[src/rtl/rct_pkg.sv]
package rct_pkg;
    // register byte offsets
    localparam logic [4:0] OFF_CTRL = 5'h00;
    localparam logic [4:0] OFF_STATUS = 5'h04;
    localparam logic [4:0] OFF_MASK = 5'h08;
    localparam logic [4:0] OFF_COUNT = 5'h0C;
    localparam logic [4:0] OFF_RELOAD = 5'h10;
    // control register field positions
    localparam int CTRL_CRS = 0;
    localparam int CTRL_CTS = 1;
    localparam int CTRL_RUN = 2;
    localparam int CTRL_TEN = 3;
    localparam int CTRL_TXS = 4;
    localparam int CTRL_RXS = 5;
    localparam int CTRL_W = 6;
    // status and mask field positions
    localparam int ST_OVF = 0;
    localparam int ST_TRIG = 1;
    localparam int ST_W = 2;
    // reset values
    localparam logic [5:0] CTRL_RST = 6'h00;
    localparam logic [1:0] ST_RST = 2'h0;
    localparam logic [15:0] COUNT_RST = 16'h0000;
    localparam logic [15:0] COUNT_MAX = 16'hFFFF;
    localparam logic [1:0] HTRANS_NONSEQ = 2'h2;
    // operating modes
    typedef enum logic [1:0] {RCT_STOP, RCT_RELOAD, RCT_CAPTURE, RCT_BAUD} rct_mode_e;
endpackage

[src/rtl/rct_timer.sv]
// The implementer's own choices: register access over AHB-Lite and the register addresses.
`timescale 1ns/1ns
// Notes on behaviour
// mode from clock selects, capture select, run
// counter select high counts count pin
// counter select low counts system clock
// reload mode: overflow flags and reloads
// capture mode: trigger edge copies count
// clock select high gives baud generator
// no overflow flag in baud mode
// receiver clock from this or other
// transmitter clock from this or other
// trigger edges only with trigger enable
// count by one, single-cycle overflow pulse
module rct_timer (
    // clock and reset
    input wire logic hclk,
    input wire logic hresetn,
    // ahb-lite slave
    input wire logic hsel,
    input wire logic [31:0] haddr,
    input wire logic [1:0] htrans,
    input wire logic hwrite,
    input wire logic [2:0] hsize,
    input wire logic [31:0] hwdata,
    input wire logic hready,
    output logic hreadyout,
    output logic hresp,
    output logic [31:0] hrdata,
    // pins
    input wire logic event_count_pin,
    input wire logic trigger_pin,
    // serial port clocking
    input wire logic other_timer_ovf,
    output logic rx_baud_tick,
    output logic tx_baud_tick,
    // interrupt
    output logic irq
);
    logic [5:0] ctrl_r, ctrl_nxt; // control bits
    logic [1:0] status_r, status_nxt; // sticky events
    logic [1:0] mask_r, mask_nxt; // interrupt mask
    logic [15:0] count_r, count_nxt; // count_high:count_low
    logic [15:0] reload_r, reload_nxt; // reload_high:reload_low
    logic dp_wr_r, dp_wr_nxt; // write data phase pending
    logic [4:0] dp_addr_r, dp_addr_nxt; // its offset
    logic [31:0] rdata_r, rdata_nxt; // read data
    logic rx_tick_r, rx_tick_nxt;
    logic tx_tick_r, tx_tick_nxt;
    logic ev_fall; // falling edge on count pin
    logic trig_fall; // falling edge on trigger pin
    logic ap_take; // address phase accepted
    logic wr_ctrl, wr_mask, wr_count, wr_reload;
    logic tick; // one count step this cycle
    logic ovf; // overflow pulse
    logic trig_evt; // enabled trigger edge
    logic baud; // baud-rate generator mode
    logic rd_status; // status read accepted, clears the sticky bits
    logic irq_r, irq_nxt; // registered interrupt level
    rct_pkg::rct_mode_e mode; // decoded operating mode

    // offset match, shared by the write strobes and the clear-on-read
    function automatic logic is_off(input logic [4:0] a, input logic [4:0] off);
        return a == off;
    endfunction

    // run low stops the timer whatever the other bits say
    function automatic rct_pkg::rct_mode_e mode_of(input logic [5:0] c);
        if (!c[rct_pkg::CTRL_RUN]) begin
            return rct_pkg::RCT_STOP;
        end else if (c[rct_pkg::CTRL_RXS] || c[rct_pkg::CTRL_TXS]) begin
            return rct_pkg::RCT_BAUD;
        end else if (c[rct_pkg::CTRL_CRS]) begin
            return rct_pkg::RCT_CAPTURE;
        end
        return rct_pkg::RCT_RELOAD;
    endfunction

    // pins come from outside the clock domain: two flops before any logic
    rct_pin_sync i_rct_pin_sync_ev (
        .hclk(hclk),
        .hresetn(hresetn),
        .pin(event_count_pin),
        .level(),
        .fall(ev_fall)
    );
    rct_pin_sync i_rct_pin_sync_trig (
        .hclk(hclk),
        .hresetn(hresetn),
        .pin(trigger_pin),
        .level(),
        .fall(trig_fall)
    );

    // bus side: zero wait states, always an okay response
    assign hreadyout = 1'b1;
    assign hresp = 1'b0;
    assign hrdata = rdata_r;
    assign ap_take = hsel && htrans[1] && hready;
    // the status read clears in its address phase; the word is latched at the same edge
    assign rd_status = ap_take && !hwrite && is_off(haddr[4:0], rct_pkg::OFF_STATUS);
    // writes land at the end of the data phase, when hwdata stands
    assign wr_ctrl = dp_wr_r && hready && is_off(dp_addr_r, rct_pkg::OFF_CTRL);
    assign wr_mask = dp_wr_r && hready && is_off(dp_addr_r, rct_pkg::OFF_MASK);
    assign wr_count = dp_wr_r && hready && is_off(dp_addr_r, rct_pkg::OFF_COUNT);
    assign wr_reload = dp_wr_r && hready && is_off(dp_addr_r, rct_pkg::OFF_RELOAD);

    // bus next values: pending write, its offset and the read word
    always_comb begin
        dp_wr_nxt = dp_wr_r;
        dp_addr_nxt = dp_addr_r;
        rdata_nxt = rdata_r;
        ctrl_nxt = ctrl_r;
        mask_nxt = mask_r;
        if (hready) begin
            dp_wr_nxt = ap_take && hwrite;
            if (ap_take) begin
                dp_addr_nxt = haddr[4:0];
            end
        end
        // read word taken before any clear, so a set flag is seen once
        if (ap_take && !hwrite) begin
            case (haddr[4:0])
                rct_pkg::OFF_CTRL: rdata_nxt = {26'h0000000, ctrl_r};
                rct_pkg::OFF_STATUS: rdata_nxt = {30'h00000000, status_r};
                rct_pkg::OFF_MASK: rdata_nxt = {30'h00000000, mask_r};
                rct_pkg::OFF_COUNT: rdata_nxt = {16'h0000, count_r};
                rct_pkg::OFF_RELOAD: rdata_nxt = {16'h0000, reload_r};
                default: rdata_nxt = 32'h00000000; // unmapped offsets read zero
            endcase
        end
        if (wr_ctrl) begin
            ctrl_nxt = hwdata[rct_pkg::CTRL_W-1:0];
        end
        if (wr_mask) begin
            mask_nxt = hwdata[rct_pkg::ST_W-1:0];
        end
    end

    // bus registers
    always_ff @(posedge hclk or negedge hresetn) begin
        if (!hresetn) begin
            dp_wr_r <= 1'b0;
            dp_addr_r <= 5'h00;
            rdata_r <= 32'h00000000;
            ctrl_r <= rct_pkg::CTRL_RST;
            mask_r <= rct_pkg::ST_RST;
        end else begin
            dp_wr_r <= dp_wr_nxt;
            dp_addr_r <= dp_addr_nxt;
            rdata_r <= rdata_nxt;
            ctrl_r <= ctrl_nxt;
            mask_r <= mask_nxt;
        end
    end

    // mode and count step
    assign mode = mode_of(ctrl_r);
    assign baud = (mode == rct_pkg::RCT_BAUD);
    // counter select picks the pin edge, else every system clock counts
    assign tick = (mode != rct_pkg::RCT_STOP) && (ctrl_r[rct_pkg::CTRL_CTS] ? ev_fall : 1'b1);
    assign ovf = tick && (count_r == rct_pkg::COUNT_MAX);
    // trigger edges are dropped unless enabled
    assign trig_evt = ctrl_r[rct_pkg::CTRL_TEN] && trig_fall && (mode != rct_pkg::RCT_STOP);

    // timer next values: count, reload word and sticky status
    always_comb begin
        count_nxt = count_r;
        reload_nxt = reload_r;
        status_nxt = status_r;
        // clear first so that an event in the same cycle wins
        if (rd_status) begin
            status_nxt = rct_pkg::ST_RST;
        end
        if (ovf && mode != rct_pkg::RCT_CAPTURE) begin
            count_nxt = reload_r;
        end else if (tick) begin
            count_nxt = count_r + 16'h0001;
        end
        // an enabled trigger edge forces a reload in reload mode
        if (trig_evt && mode == rct_pkg::RCT_RELOAD) begin
            count_nxt = reload_r;
        end
        // and copies the count in capture mode
        if (trig_evt && mode == rct_pkg::RCT_CAPTURE) begin
            reload_nxt = count_r;
        end
        // baud mode keeps the flag alone; software alone clears it
        if (ovf && !baud) begin
            status_nxt[rct_pkg::ST_OVF] = 1'b1;
        end
        if (trig_evt && !baud) begin
            status_nxt[rct_pkg::ST_TRIG] = 1'b1;
        end
        // a software write beats the running count
        if (wr_count) begin
            count_nxt = hwdata[15:0];
        end
        if (wr_reload) begin
            reload_nxt = hwdata[15:0];
        end
    end

    // timer registers
    always_ff @(posedge hclk or negedge hresetn) begin
        if (!hresetn) begin
            count_r <= rct_pkg::COUNT_RST;
            reload_r <= rct_pkg::COUNT_RST;
            status_r <= rct_pkg::ST_RST;
        end else begin
            count_r <= count_nxt;
            reload_r <= reload_nxt;
            status_r <= status_nxt;
        end
    end

    // serial clock routing and interrupt level; one cycle late, which the port never notices
    always_comb begin
        rx_tick_nxt = ctrl_r[rct_pkg::CTRL_RXS] ? (ovf && baud) : other_timer_ovf;
        tx_tick_nxt = ctrl_r[rct_pkg::CTRL_TXS] ? (ovf && baud) : other_timer_ovf;
        irq_nxt = |(status_r & mask_r);
    end

    // output registers
    always_ff @(posedge hclk or negedge hresetn) begin
        if (!hresetn) begin
            rx_tick_r <= 1'b0;
            tx_tick_r <= 1'b0;
            irq_r <= 1'b0;
        end else begin
            rx_tick_r <= rx_tick_nxt;
            tx_tick_r <= tx_tick_nxt;
            irq_r <= irq_nxt;
        end
    end

    assign rx_baud_tick = rx_tick_r;
    assign tx_baud_tick = tx_tick_r;
    assign irq = irq_r;

    // stopped timer keeps its count unless software writes it
    a_stop_holds: assert property (@(posedge hclk) disable iff (!hresetn)
        (!ctrl_r[rct_pkg::CTRL_RUN] && !wr_count) |=> $stable(count_r))
        else $error("count moved while stopped");

    // ordinary step adds exactly one
    a_count_step: assert property (@(posedge hclk) disable iff (!hresetn)
        (tick && !ovf && !wr_count && !(trig_evt && mode == rct_pkg::RCT_RELOAD))
        |=> count_r == $past(count_r) + 16'h0001)
        else $error("count step is not one");

    // overflow outside capture mode loads the reload word
    a_reload_load: assert property (@(posedge hclk) disable iff (!hresetn)
        (ovf && mode != rct_pkg::RCT_CAPTURE && !wr_count) |=> count_r == $past(reload_r))
        else $error("overflow did not reload");

    // overflow outside baud mode leaves the flag set
    a_flag_set: assert property (@(posedge hclk) disable iff (!hresetn)
        (ovf && !baud) |=> status_r[rct_pkg::ST_OVF])
        else $error("overflow flag not set");

    // baud mode never raises the flag
    a_baud_no_flag: assert property (@(posedge hclk) disable iff (!hresetn)
        (ovf && baud && !status_r[rct_pkg::ST_OVF]) |=> !status_r[rct_pkg::ST_OVF])
        else $error("flag set in baud mode");

    // enabled trigger edge copies the count in capture mode
    a_capture_copy: assert property (@(posedge hclk) disable iff (!hresetn)
        (trig_evt && mode == rct_pkg::RCT_CAPTURE && !wr_reload) |=> reload_r == $past(count_r))
        else $error("capture did not copy");

    // without trigger enable the captured word stays put
    a_trig_ignored: assert property (@(posedge hclk) disable iff (!hresetn)
        (!ctrl_r[rct_pkg::CTRL_TEN] && !wr_reload) |=> $stable(reload_r))
        else $error("trigger acted while disabled");

    // transmitter clocked by this overflow when selected
    a_tx_route: assert property (@(posedge hclk) disable iff (!hresetn)
        (ctrl_r[rct_pkg::CTRL_TXS] && ovf) |=> tx_baud_tick)
        else $error("transmit tick missing");

    // receiver follows the other timer when not selected
    a_rx_route: assert property (@(posedge hclk) disable iff (!hresetn)
        (!ctrl_r[rct_pkg::CTRL_RXS]) |=> rx_baud_tick == $past(other_timer_ovf))
        else $error("receive tick not routed");
endmodule

[src/rtl/rct_pin_sync.sv]
`timescale 1ns/1ns
// two-stage synchroniser with a falling-edge pulse taken after the second stage
module rct_pin_sync (
    // clock and reset
    input wire logic hclk,
    input wire logic hresetn,
    // pin side
    input wire logic pin,
    // synchronous side
    output logic level,
    output logic fall
);
    logic meta_r; // first stage, read only by the second
    logic sync_r; // second stage
    logic prev_r; // delayed copy for edge detection
    logic meta_nxt;
    logic sync_nxt;
    logic prev_nxt;

    // next values: plain shift
    always_comb begin
        meta_nxt = pin;
        sync_nxt = meta_r;
        prev_nxt = sync_r;
    end

    // idle pins are high, so reset to high avoids a false edge at release
    always_ff @(posedge hclk or negedge hresetn) begin
        if (!hresetn) begin
            meta_r <= 1'b1;
            sync_r <= 1'b1;
            prev_r <= 1'b1;
        end else begin
            meta_r <= meta_nxt;
            sync_r <= sync_nxt;
            prev_r <= prev_nxt;
        end
    end

    assign level = sync_r;
    assign fall = prev_r & ~sync_r;
endmodule

[config.mk]
export PLATFORM = sky130hd
export DESIGN_NAME = rct_timer
export DESIGN_NICKNAME = d
export VERILOG_FILES = /design/src/rtl/rct_pkg.sv /design/src/rtl/rct_timer.sv /design/src/rtl/rct_pin_sync.sv
export SDC_FILE = /design/constraint.sdc
export NUM_CORES = 1
export LEC_CHECK = 0
export BUFFER_PORTS_ARGS = -buffer_cell sky130_fd_sc_hd__buf_4
export CAP_MARGIN = 10
export CORE_AREA = 2 2 133 70
export DETAILED_ROUTE_END_ITERATION = 8
export DIE_AREA = 0 0 135 72
export PLACE_DENSITY = 0.8
export SETUP_SLACK_MARGIN = 0.3
export SLEW_MARGIN = 20
export SYNTH_ARGS = -nofsm -noshare
export SYNTH_HDL_FRONTEND = slang
export SYNTH_HIERARCHICAL = 1
export SYNTH_SLANG_ARGS = --single-unit
[constraint.sdc]
create_clock -name hclk -period 2.1 [get_ports hclk]
set_input_delay 0.42 -clock hclk [delete_from_list [all_inputs] [get_ports hclk]]
set_output_delay 0.42 -clock hclk [all_outputs]
set_load 0.05 [all_outputs]
==> metrics.txt, run 1 <==
status=finished clean; Final ANT Viol Nets=0; Worst R2R Path Depth=8; clock sinks=73; Syn Std Cell Area=around 3900 um^2; first-pass GRT wire length=between 15000 and 20000 um; reg2reg setup slack=0.03 ns; cts hold-fix bufs=0; core area=8530 um^2; clock period minus worst slack=about 2.1 ns; clk_lat worst skew=approximately 0.34 ns; max frequency=~480 MHz; Arr. time, crit path=between 2 and 2.5 ns; RR Startpoint=i_rct_pin_sync_trig/prev_r; syn_area_per_cell=9.74 um^2; Synth async-reset ratio=100%; share of cells above drive strength 1=between 30% and 40%; Ys Warns=6; sequential area share after synthesis=between 40 and 50%; Final Max Slew Viols=0; H-tree Lvls=3; fillers=just over 600; drt first pass iters=7; Ports=114; worst-margin pin slew=between 0.9 and 1 ns; RSZ-0062 raised after global routing=true; vias in the first global route=about 3.4k; Rel. slew slack=37.3%; Max-cap violations=0; FP Rows=24; Most used DFF post-synth=dfrtp_1; cts bufs inserted=9; gr ovfl total=0; Die Height=~72 um; Syn-to-layout area delta=35.3%; worst vdd ir=~0.52 mV; largest net degree at the start of global routing=51; critical path class=flip-flop to flip-flop; FF+latch count, synth=73; Longest Clk Path Bufs=2; total wire length=12800 um; vias per std cell=roughly 6.3; startpoint class of the critical path=flip-flop; Data required, critical path=approximately 2.4 ns; initial DRC count=between 500 and 600; Final Skew=around 0.0074 ns; I/O Buffers=48; CTS tree=done; Initial Util=between 40% and 50%; setup violators final=0; Nets=~580; dpl hpwl=between 7000 and 8000 um; Setup crit end kind=flip-flop; initial antenna violation count=1; GRT Util Overall=a little under a quarter; Mapped Cells=402; Root Buffer=clkbuf_16; final core occ=62.1%; CTS clk-pin slew, worst paths=0.06 ns; post-synth cell types=51; P per Cell Area=just under 1000 nW/um^2; die width=~140 um; design area=~5300 um^2; Hold Path Class=input pin to asynchronous set/reset pin; Post-synth EDFFs=0; P_leak=between 0.002 and 0.0025 uW; dpl cell area=about 4600 um^2; Final Hold Vio Count=0; worst reg2reg path endpoint=count_r[9]; DR WL/cell=approximately 21 um; Placer Congestion=a little under 0.9; drc violations=0; Crit Path Max Fanout=3; die area=around 9700 um^2; fin crit share=roughly 99%; vias=3885
-- kinds of logic after synthesis --
group / after synthesis / share of synthesized area [%]
adders and majority gates: 1 / 0.320
DFF: 73 / 46.9
buffers and inverters: 51 / 7.32
and+or+nand+nor: 127 / 16.3
muxes: 37 / 10.6
xor gates and xnor gates: 7 / 1.57
AOI/OAI and AO/OA: 104 / 16.8
other: 2 / 0.192
-- cells in the final DEF (no fill, tap or decap), types with 3 or more instances in the layout --
cell,synthesis,final
nand3_2,0,3
or3_1,4,3
mux2i_1,19,19
xnor2_1,6,6
o21ai_0,45,39
nand2_1,53,49
nor3_1,10,4
buf_6,3,7
conb_1,2,18
mux2_2,16,16
dfrtp_1,67,66
a222oi_1,4,4
nor2_1,15,13
nand3_1,14,11
dfstp_2,6,6
a21oi_1,10,8
nor3_2,0,5
a22oi_1,15,14
clkbuf_16,0,11
inv_1,6,6
nor4_1,5,4
nand4_1,5,5
a22o_1,3,3
a31oi_1,7,7
o22ai_1,4,3
buf_4,18,103
and2_1,4,3
o21ai_1,0,6
-- Yosys cell counts (3+ instances only) --
| library cell | instances | area (um^2) |
|---|---|---|
| dfrtp_1 | 67 | 1680 |
| nand2_1 | 53 | 199 |
| o21ai_0 | 45 | 225 |
| clkbuf_1 | 19 | 71.3 |
| mux2i_1 | 19 | 190 |
| buf_4 | 18 | 135 |
| mux2_2 | 16 | 180 |
| a22oi_1 | 15 | 113 |
| nor2_1 | 15 | 56.3 |
| nand3_1 | 14 | 70.1 |
| a21oi_1 | 10 | 50.1 |
| nor3_1 | 10 | 50.1 |
| a31oi_1 | 7 | 43.8 |
| dfstp_2 | 6 | 158 |
| inv_1 | 6 | 22.5 |
| xnor2_1 | 6 | 52.6 |
| nand4_1 | 5 | 31.3 |
| nor4_1 | 5 | 31.3 |
| a222oi_1 | 4 | 40.0 |
| and2_1 | 4 | 25.0 |
| buf_2 | 4 | 20.0 |
| o22ai_1 | 4 | 25.0 |
| or3_1 | 4 | 25.0 |
| a211oi_1 | 3 | 22.5 |
| a22o_1 | 3 | 26.3 |
| and3_1 | 3 | 18.8 |
| buf_6 | 3 | 33.8 |
| nand2b_1 | 3 | 18.8 |
| nor3b_1 | 3 | 22.5 |
-- routing by layer --
metal | vias up | GRT usage [%] | wire length (um)
li1 | 1623 | - | -
met1 | 1840 | 30.0 | 4940
met2 | 338 | 36.5 | 5680
met3 | 84 | 9.08 | 1640
met4 | 0 | 9.03 | 558
met5 | - | 0 | 0
-- worst max-delay path, cell delays in order (launching register included) --
cell,delay (ns)
dfstp_2,0.53
nor2b_4,0.15
and3b_2,0.22
a22oi_2,0.10
buf_6,0.15
nor4_4,0.33
xor2_1,0.23
mux2i_1,0.10
a21oi_1,0.18
-- sequential cells by signal, summed over array words and instances (netlist names), 2 cells and up --
name	flops
status_r	2
count_r	16
ctrl_r	6
reload_r	16
hrdata	16
dp_addr_r	5
mask_r	2
-- where the power goes --
group	internal (uW)	switching [uW]
Combinational	664	800
Clock	1040	616
Sequential	1710	299
-- cell type report --
class / instances / area [um^2] / area share [%]
Sequential cell: 73 / 1840 / 34.7
Antenna cell: 1 / 2.50 / 0.0473
Multi-Input combinational cell: 294 / 2030 / 38.3
Clock inverter: 6 / 90.1 / 1.70
Clock buffer: 10 / 229 / 4.32
Inverter: 6 / 22.5 / 0.425
Timing Repair Buffer: 114 / 942 / 17.8
Tap cell: 117 / 146 / 2.76
-- worst max-delay path by stage --
stage / from / end / cells after the start
global route: i_rct_pin_sync_trig/prev_r / count_r[9] / 8
global placement: i_rct_pin_sync_ev/level / count_r[8] / 8
finish: i_rct_pin_sync_trig/prev_r / count_r[9] / 8
floorplan: count_r[0] / count_r[13] / 9
CTS: i_rct_pin_sync_ev/prev_r / count_r[2] / 8
detailed placement: hready / count_r[2] / 10
-- repair_timing --
action	4_1_cts	5_1_grt
setup buffers	6	12
gates cloned	0	3
resized for setup	4	45
setup endpoints to repair	14	25
pin swaps	2	11
-- per-stage QoR --
step	hold slack (ns)	setup WS [ns]	setup TNS (ns)	instances	total power, uW
2_1_floorplan	0.124	0.0606	0	418	2750
3_3_place_gp	0.347	0.153	0	583	3140
3_5_place_dp	0.347	0.110	0	583	3200
4_1_cts	0.119	0.160	0	605	4910
5_1_grt	0.159	-0.00699	-0.00699	620	5300
6_report	0.0943	0.0284	0	621	5130
(Power assumes the default switching activity.)
==> inputs of run 2 (changes only) <==
--- a/config.mk
+++ b/config.mk
@@ -7,10 +7,11 @@
 export LEC_CHECK = 0
 export BUFFER_PORTS_ARGS = -buffer_cell sky130_fd_sc_hd__buf_4
 export CAP_MARGIN = 10
-export CORE_AREA = 2 2 133 70
+export CORE_AREA = 2 2 130 69
+export CTS_BUF_LIST = sky130_fd_sc_hd__clkbuf_8
 export DETAILED_ROUTE_END_ITERATION = 8
-export DIE_AREA = 0 0 135 72
-export PLACE_DENSITY = 0.8
+export DIE_AREA = 0 0 132 71
+export PLACE_DENSITY = 0.82
 export SETUP_SLACK_MARGIN = 0.3
 export SLEW_MARGIN = 20
 export SYNTH_ARGS = -nofsm -noshare
==> run 2 against run 1 <==
Non-clock buffer count increased by 8. Setup slack improved by 0.081 ns. Clock power decreased by 31%. Combinational power increased by 16%. Sequential share of layout area decreased by 0.99 points. Worst hold slack improved by 0.071 ns. Critical path type unchanged. Maximum frequency increased by 4.1%. Highest routed layer unchanged.
==> metrics.txt, run 2 (same netlist as run 1, synthesis figures left out) <==
status=finished clean; I/O Buffers=48; Setup crit end kind=flip-flop; Root Buffer=clkbuf_8; max frequency=between 500 and 600 MHz; CTS clk-pin slew, worst paths=approximately 0.07 ns; dpl hpwl=approximately 8500 um; P per Cell Area=approximately 890 nW/um^2; reg2reg setup slack=~0.11 ns; total wire length=between 10000 and 15000 um; Hold Crit Endpoint=i_rct_pin_sync_trig/meta_r; critical path class=flip-flop to flip-flop; design area=5450 um^2; drt first pass iters=5; FP Rows=24; startpoint class of the critical path=flip-flop; most common cell after layout, fill and taps aside=buf_4; worst vdd ir=0.586 mV; Ports=roughly 110; first-pass GRT wire length=19400 um; drc violations=0; Data required, critical path=2.38 ns; fillers=between 600 and 700; RSZ-0062 raised after global routing=true; Placer Congestion=0.967; Longest Clk Path Bufs=2; core area=a little over 8000 um^2; Storage cell area=1840 um^2; clk_lat worst skew=roughly 0.36 ns; gr ovfl total=0; Final TNS setup=0 ns; dpl cell area=4660 um^2; GRT Util Overall=a little over a quarter; Nets=just under 600; H-tree Lvls=3; PnR worst setup slack=about 0.11 ns; worst-margin pin slew=0.703 ns; initial antenna violation count=0; Worst Hold Depth=1; pre-CTS worst setup slack=-0.0101 ns; cts bufs inserted=9; clock sinks=73; worst reg2reg path endpoint=count_r[6]; Final Skew=0.0104 ns; hold path startpoint=trigger_pin; vias=3720; Hold Path Class=input pin to flip-flop; CTS tree=done; vias per std cell=between 5 and 6; final core occ=65.5%; Ant. Diodes=0; die width=between 100 and 150 um; largest net degree at the start of global routing=44; clock period minus worst slack=1.99 ns; die area=roughly 9400 um^2; Final Hold Vio Count=0; DR WL/cell=between 15 and 20 um; P_leak=about 0.0024 uW; share of cells above drive strength 1=around two fifths; Arr. time, crit path=between 2 and 2.5 ns; Final Max Slew Viols=0; setup violators final=0; most frequent cells in the layout=101 x buf_4, 66 x dfrtp_1, 48 x nand2_1, 38 x o21ai_0, 19 x mux2i_1; Rel. slew slack=a little over half; Initial Util=47.1%; initial DRC count=between 400 and 500; area of the multi-input gates=~2200 um^2; vias in the first global route=between 3k and 4k; Crit Path Max Fanout=8; Die Height=71 um; Syn-to-layout area delta=39.2%; RR Startpoint=i_rct_pin_sync_trig/level; fin crit share=roughly 95%; Worst R2R Path Depth=7; Max-cap violations=0; Final ANT Viol Nets=0
==> run 2: cell types whose count changed in the layout (fill, tap and decap cells not counted), sizes merged <==
cell / before / now
diode: 1 / 0
inv: 7 / 8
bufinv: 2 / 1
buf: 112 / 121
clkinvlp: 1 / 0
clkinv: 2 / 1
dlygate4sd3: 0 / 1
==> run 2: worst max-delay path by stage <==
stage                                    from          end  cells past startpoint
finish              i_rct_pin_sync_trig/level   count_r[6]                      7
global route        i_rct_pin_sync_trig/level   count_r[6]                      7
CTS                  i_rct_pin_sync_ev/prev_r   count_r[2]                      8
detailed placement                     hready   count_r[2]                      7
global placement                       hready   count_r[2]                      7
floorplan                          count_r[0]  count_r[13]                      9
==> run 2: critical path: stages (launching register included) <==
cell and delay [ns]:
dfstp_2 0.56, nor2b_4 0.05, and3b_2 0.22, buf_6 0.11, and2_4 0.13, or2_4 0.27, or3_1 0.38, a31oi_1 0.19
==> run 2: power by group <==
part	switching, uW	internal, uW
clock network	515	636
registers	295	1700
logic	888	804
total	1700	3140
==> run 2: layout make-up <==
class	count	area share, %
clock buffers	12	3.03
repair buffers	122	19.5
flip-flops and latches	73	33.7
multi-input cells	294	39.9
clock inverters	4	0.781
inverters	6	0.413
well taps	117	2.69
==> run 2: metal layers <==
metal  global-route usage [%]  vias to the layer above  wire length [um]
li1                         -                     1627                 -
met1                     39.3                     1856              5760
met2                     38.9                      219              5290
met3                     9.46                       18              1230
met4                     6.16                        0               153
met5                     3.03                        -                 0
==> run 2: what timing repair did <==
action,in CTS,in global routing
setup buffers,12,13
cloned,1,0
resized for setup,50,28
pin swaps,16,14
hold endpoints to repair,17,0
hold buffers,1,0
endpoints found under the setup margin,19,23
==> run 2: per-stage QoR <==
stage / hold WS [ns] / power (uW) / instances
2_1_floorplan: 0.124 / 2750 / 418
3_3_place_gp: 0.346 / 3220 / 585
3_5_place_dp: 0.347 / 3270 / 585
4_1_cts: 0.156 / 4630 / 615
5_1_grt: 0.146 / 5060 / 628
6_report: 0.166 / 4840 / 628
==> inputs of run 3 (changes only) <==
==> constraint.sdc (replaced) <==
create_clock -name hclk -period 2.1 [get_ports hclk]
set_input_delay 0.21 -clock hclk [delete_from_list [all_inputs] [get_ports hclk]]
set_output_delay 0.21 -clock hclk [all_outputs]
set_load 0.05 [all_outputs]
==> run 3 against run 2 <==
Clock skew hardly changed. Cell area shrank 5.2%. Sequential cell count did not move. Critical endpoint is now count_r[2]. Highest routed layer unchanged.
==> metrics.txt, run 3 (same netlist as run 1, synthesis figures left out) <==
status=finished clean; CP top delay family=simple AND/OR/NAND/NOR gates; initial antenna violation count=0; P_leak=0.00225 uW; Final Hold Vio Count=0; vias=3512; gr ovfl total=0; Ant. Diodes=0; CP max-delay cell=dfrtp_1; Data required, critical path=between 2 and 2.5 ns; cts bufs inserted=9; GRT Util Overall=between 20 and 30%; critical path class=flip-flop to flip-flop; Final Skew=between 0.01 and 0.015 ns; first-pass GRT wire length=18400 um; Initial Util=between 40% and 50%; Die Height=roughly 71 um; clock period minus worst slack=roughly 1.9 ns; share of cells above drive strength 1=approximately a third; Final ANT Viol Nets=0; Arr. time, crit path=roughly 2.2 ns; final hold slack=0.0511 ns; Max-cap violations=0; clock sinks=73; initial DRC count=between 300 and 400; Placer Congestion=between 0.9 and 1; Syn-to-layout area delta=31.9%; Power, Total=4850 uW; Setup crit end kind=flip-flop; worst vdd ir=around 0.47 mV; critical path's largest stage delay=about 0.36 ns; most frequent cells in the layout=91 x buf_4, 67 x dfrtp_1, 50 x nand2_1, 42 x o21ai_0, 19 x mux2i_1; ordered cell list for the critical path=nand4_1, nor3_1, and4bb_2, buf_6, nor3_4, a221o_1, a32o_1; worst-margin pin slew=0.739 ns; drt first pass iters=5; Crit Path Max Fanout=3; dpl hpwl=~8300 um; die width=about 130 um; RSZ-0062 raised after global routing=true; I/O Buffers=48; total wire length=about 12000 um; largest net degree at the start of global routing=44; CTS clk-pin slew, worst paths=around 0.08 ns; fillers=694; startpoint class of the critical path=flip-flop; Hold Path Class=input pin to flip-flop; WP buf/inv=1; Ports=114; fin crit share=between 90 and 100%; vias per std cell=5.78; most common cell after layout, fill and taps aside=buf_4; Rel. slew slack=between 50% and 60%; max frequency=roughly 510 MHz; Root Buffer=clkbuf_8; vias in the first global route=around 3.3k; Final Max Slew Viols=0; core area=~8300 um^2; drc violations=0; Final TNS setup=0 ns; CTS tree=done; P per Cell Area=between 900 and 1000 nW/um^2; Longest Clk Path Bufs=2; DR WL/cell=roughly 20 um; setup violators final=0; FP Rows=24; die area=approximately 9400 um^2; clk_lat worst skew=0.36 ns; H-tree Lvls=3; Nets=between 500 and 600
-- run 3: metal layers --
layer  part of all wire [%]  wire [um]  track usage, %
met5                      0          0            3.03
met1                     48       5710            38.0
met2                     41       4930            35.7
met4                   0.99        118            5.92
met3                     10       1210            9.75
-- run 3: through the flow --
stage	instances	cell area (um^2)	utilization [%]	setup WS, ns
floorplan	418	4020	-	0.0606
global placement	580	4600	55.3	0.0864
detailed placement	580	4600	55.3	0.0719
CTS	604	4990	59.9	0.156
global route	608	5160	62.1	0.0846
finish	608	5160	62.1	0.155
-- run 3: power by group --
part           leakage (uW)  total [uW]  switching, uW  internal, uW
clock              0.000129        1420            538           886
sequential         0.000895        2000            296          1700
combinational       0.00122        1420            769           656
-- run 3: path summary, 6_finish.rpt --
kind | slack [ns] | end | cells past startpoint | startpoint
hold / removal | 0.05 | dp_wr_r | 2 | hready
min in group asynchronous | 0.32 | hrdata[7] | 2 | hresetn
hold reg to reg | 0.36 | i_rct_pin_sync_trig/level | 0 | i_rct_pin_sync_trig/meta_r
setup / recovery | 0.15 | count_r[2] | 7 | count_r[7]
setup reg to reg | 0.15 | count_r[2] | 7 | count_r[7]
max in group asynchronous | 1.13 | i_rct_pin_sync_trig/meta_r | 3 | hresetn
-- run 3: timing repair --
item                       CTS  global route
gates resized for setup     13            34
setup endpoints to repair   17            43
pin swaps                    5             6
setup buffers                5             3
hold endpoints to repair    32             0
cloned                       0             1
hold buffers                 3             0
-- run 3: layout make-up --
cell class | count | area [um^2] | share of cell area, %
clock buffer | 12 | 165 | 3.20
tap | 117 | 146 | 2.83
multi-input combinational | 294 | 2060 | 39.9
inverter | 6 | 22.5 | 0.436
clock inverter | 4 | 97.6 | 1.89
timing repair buffer | 102 | 838 | 16.2
sequential | 73 | 1830 | 35.5
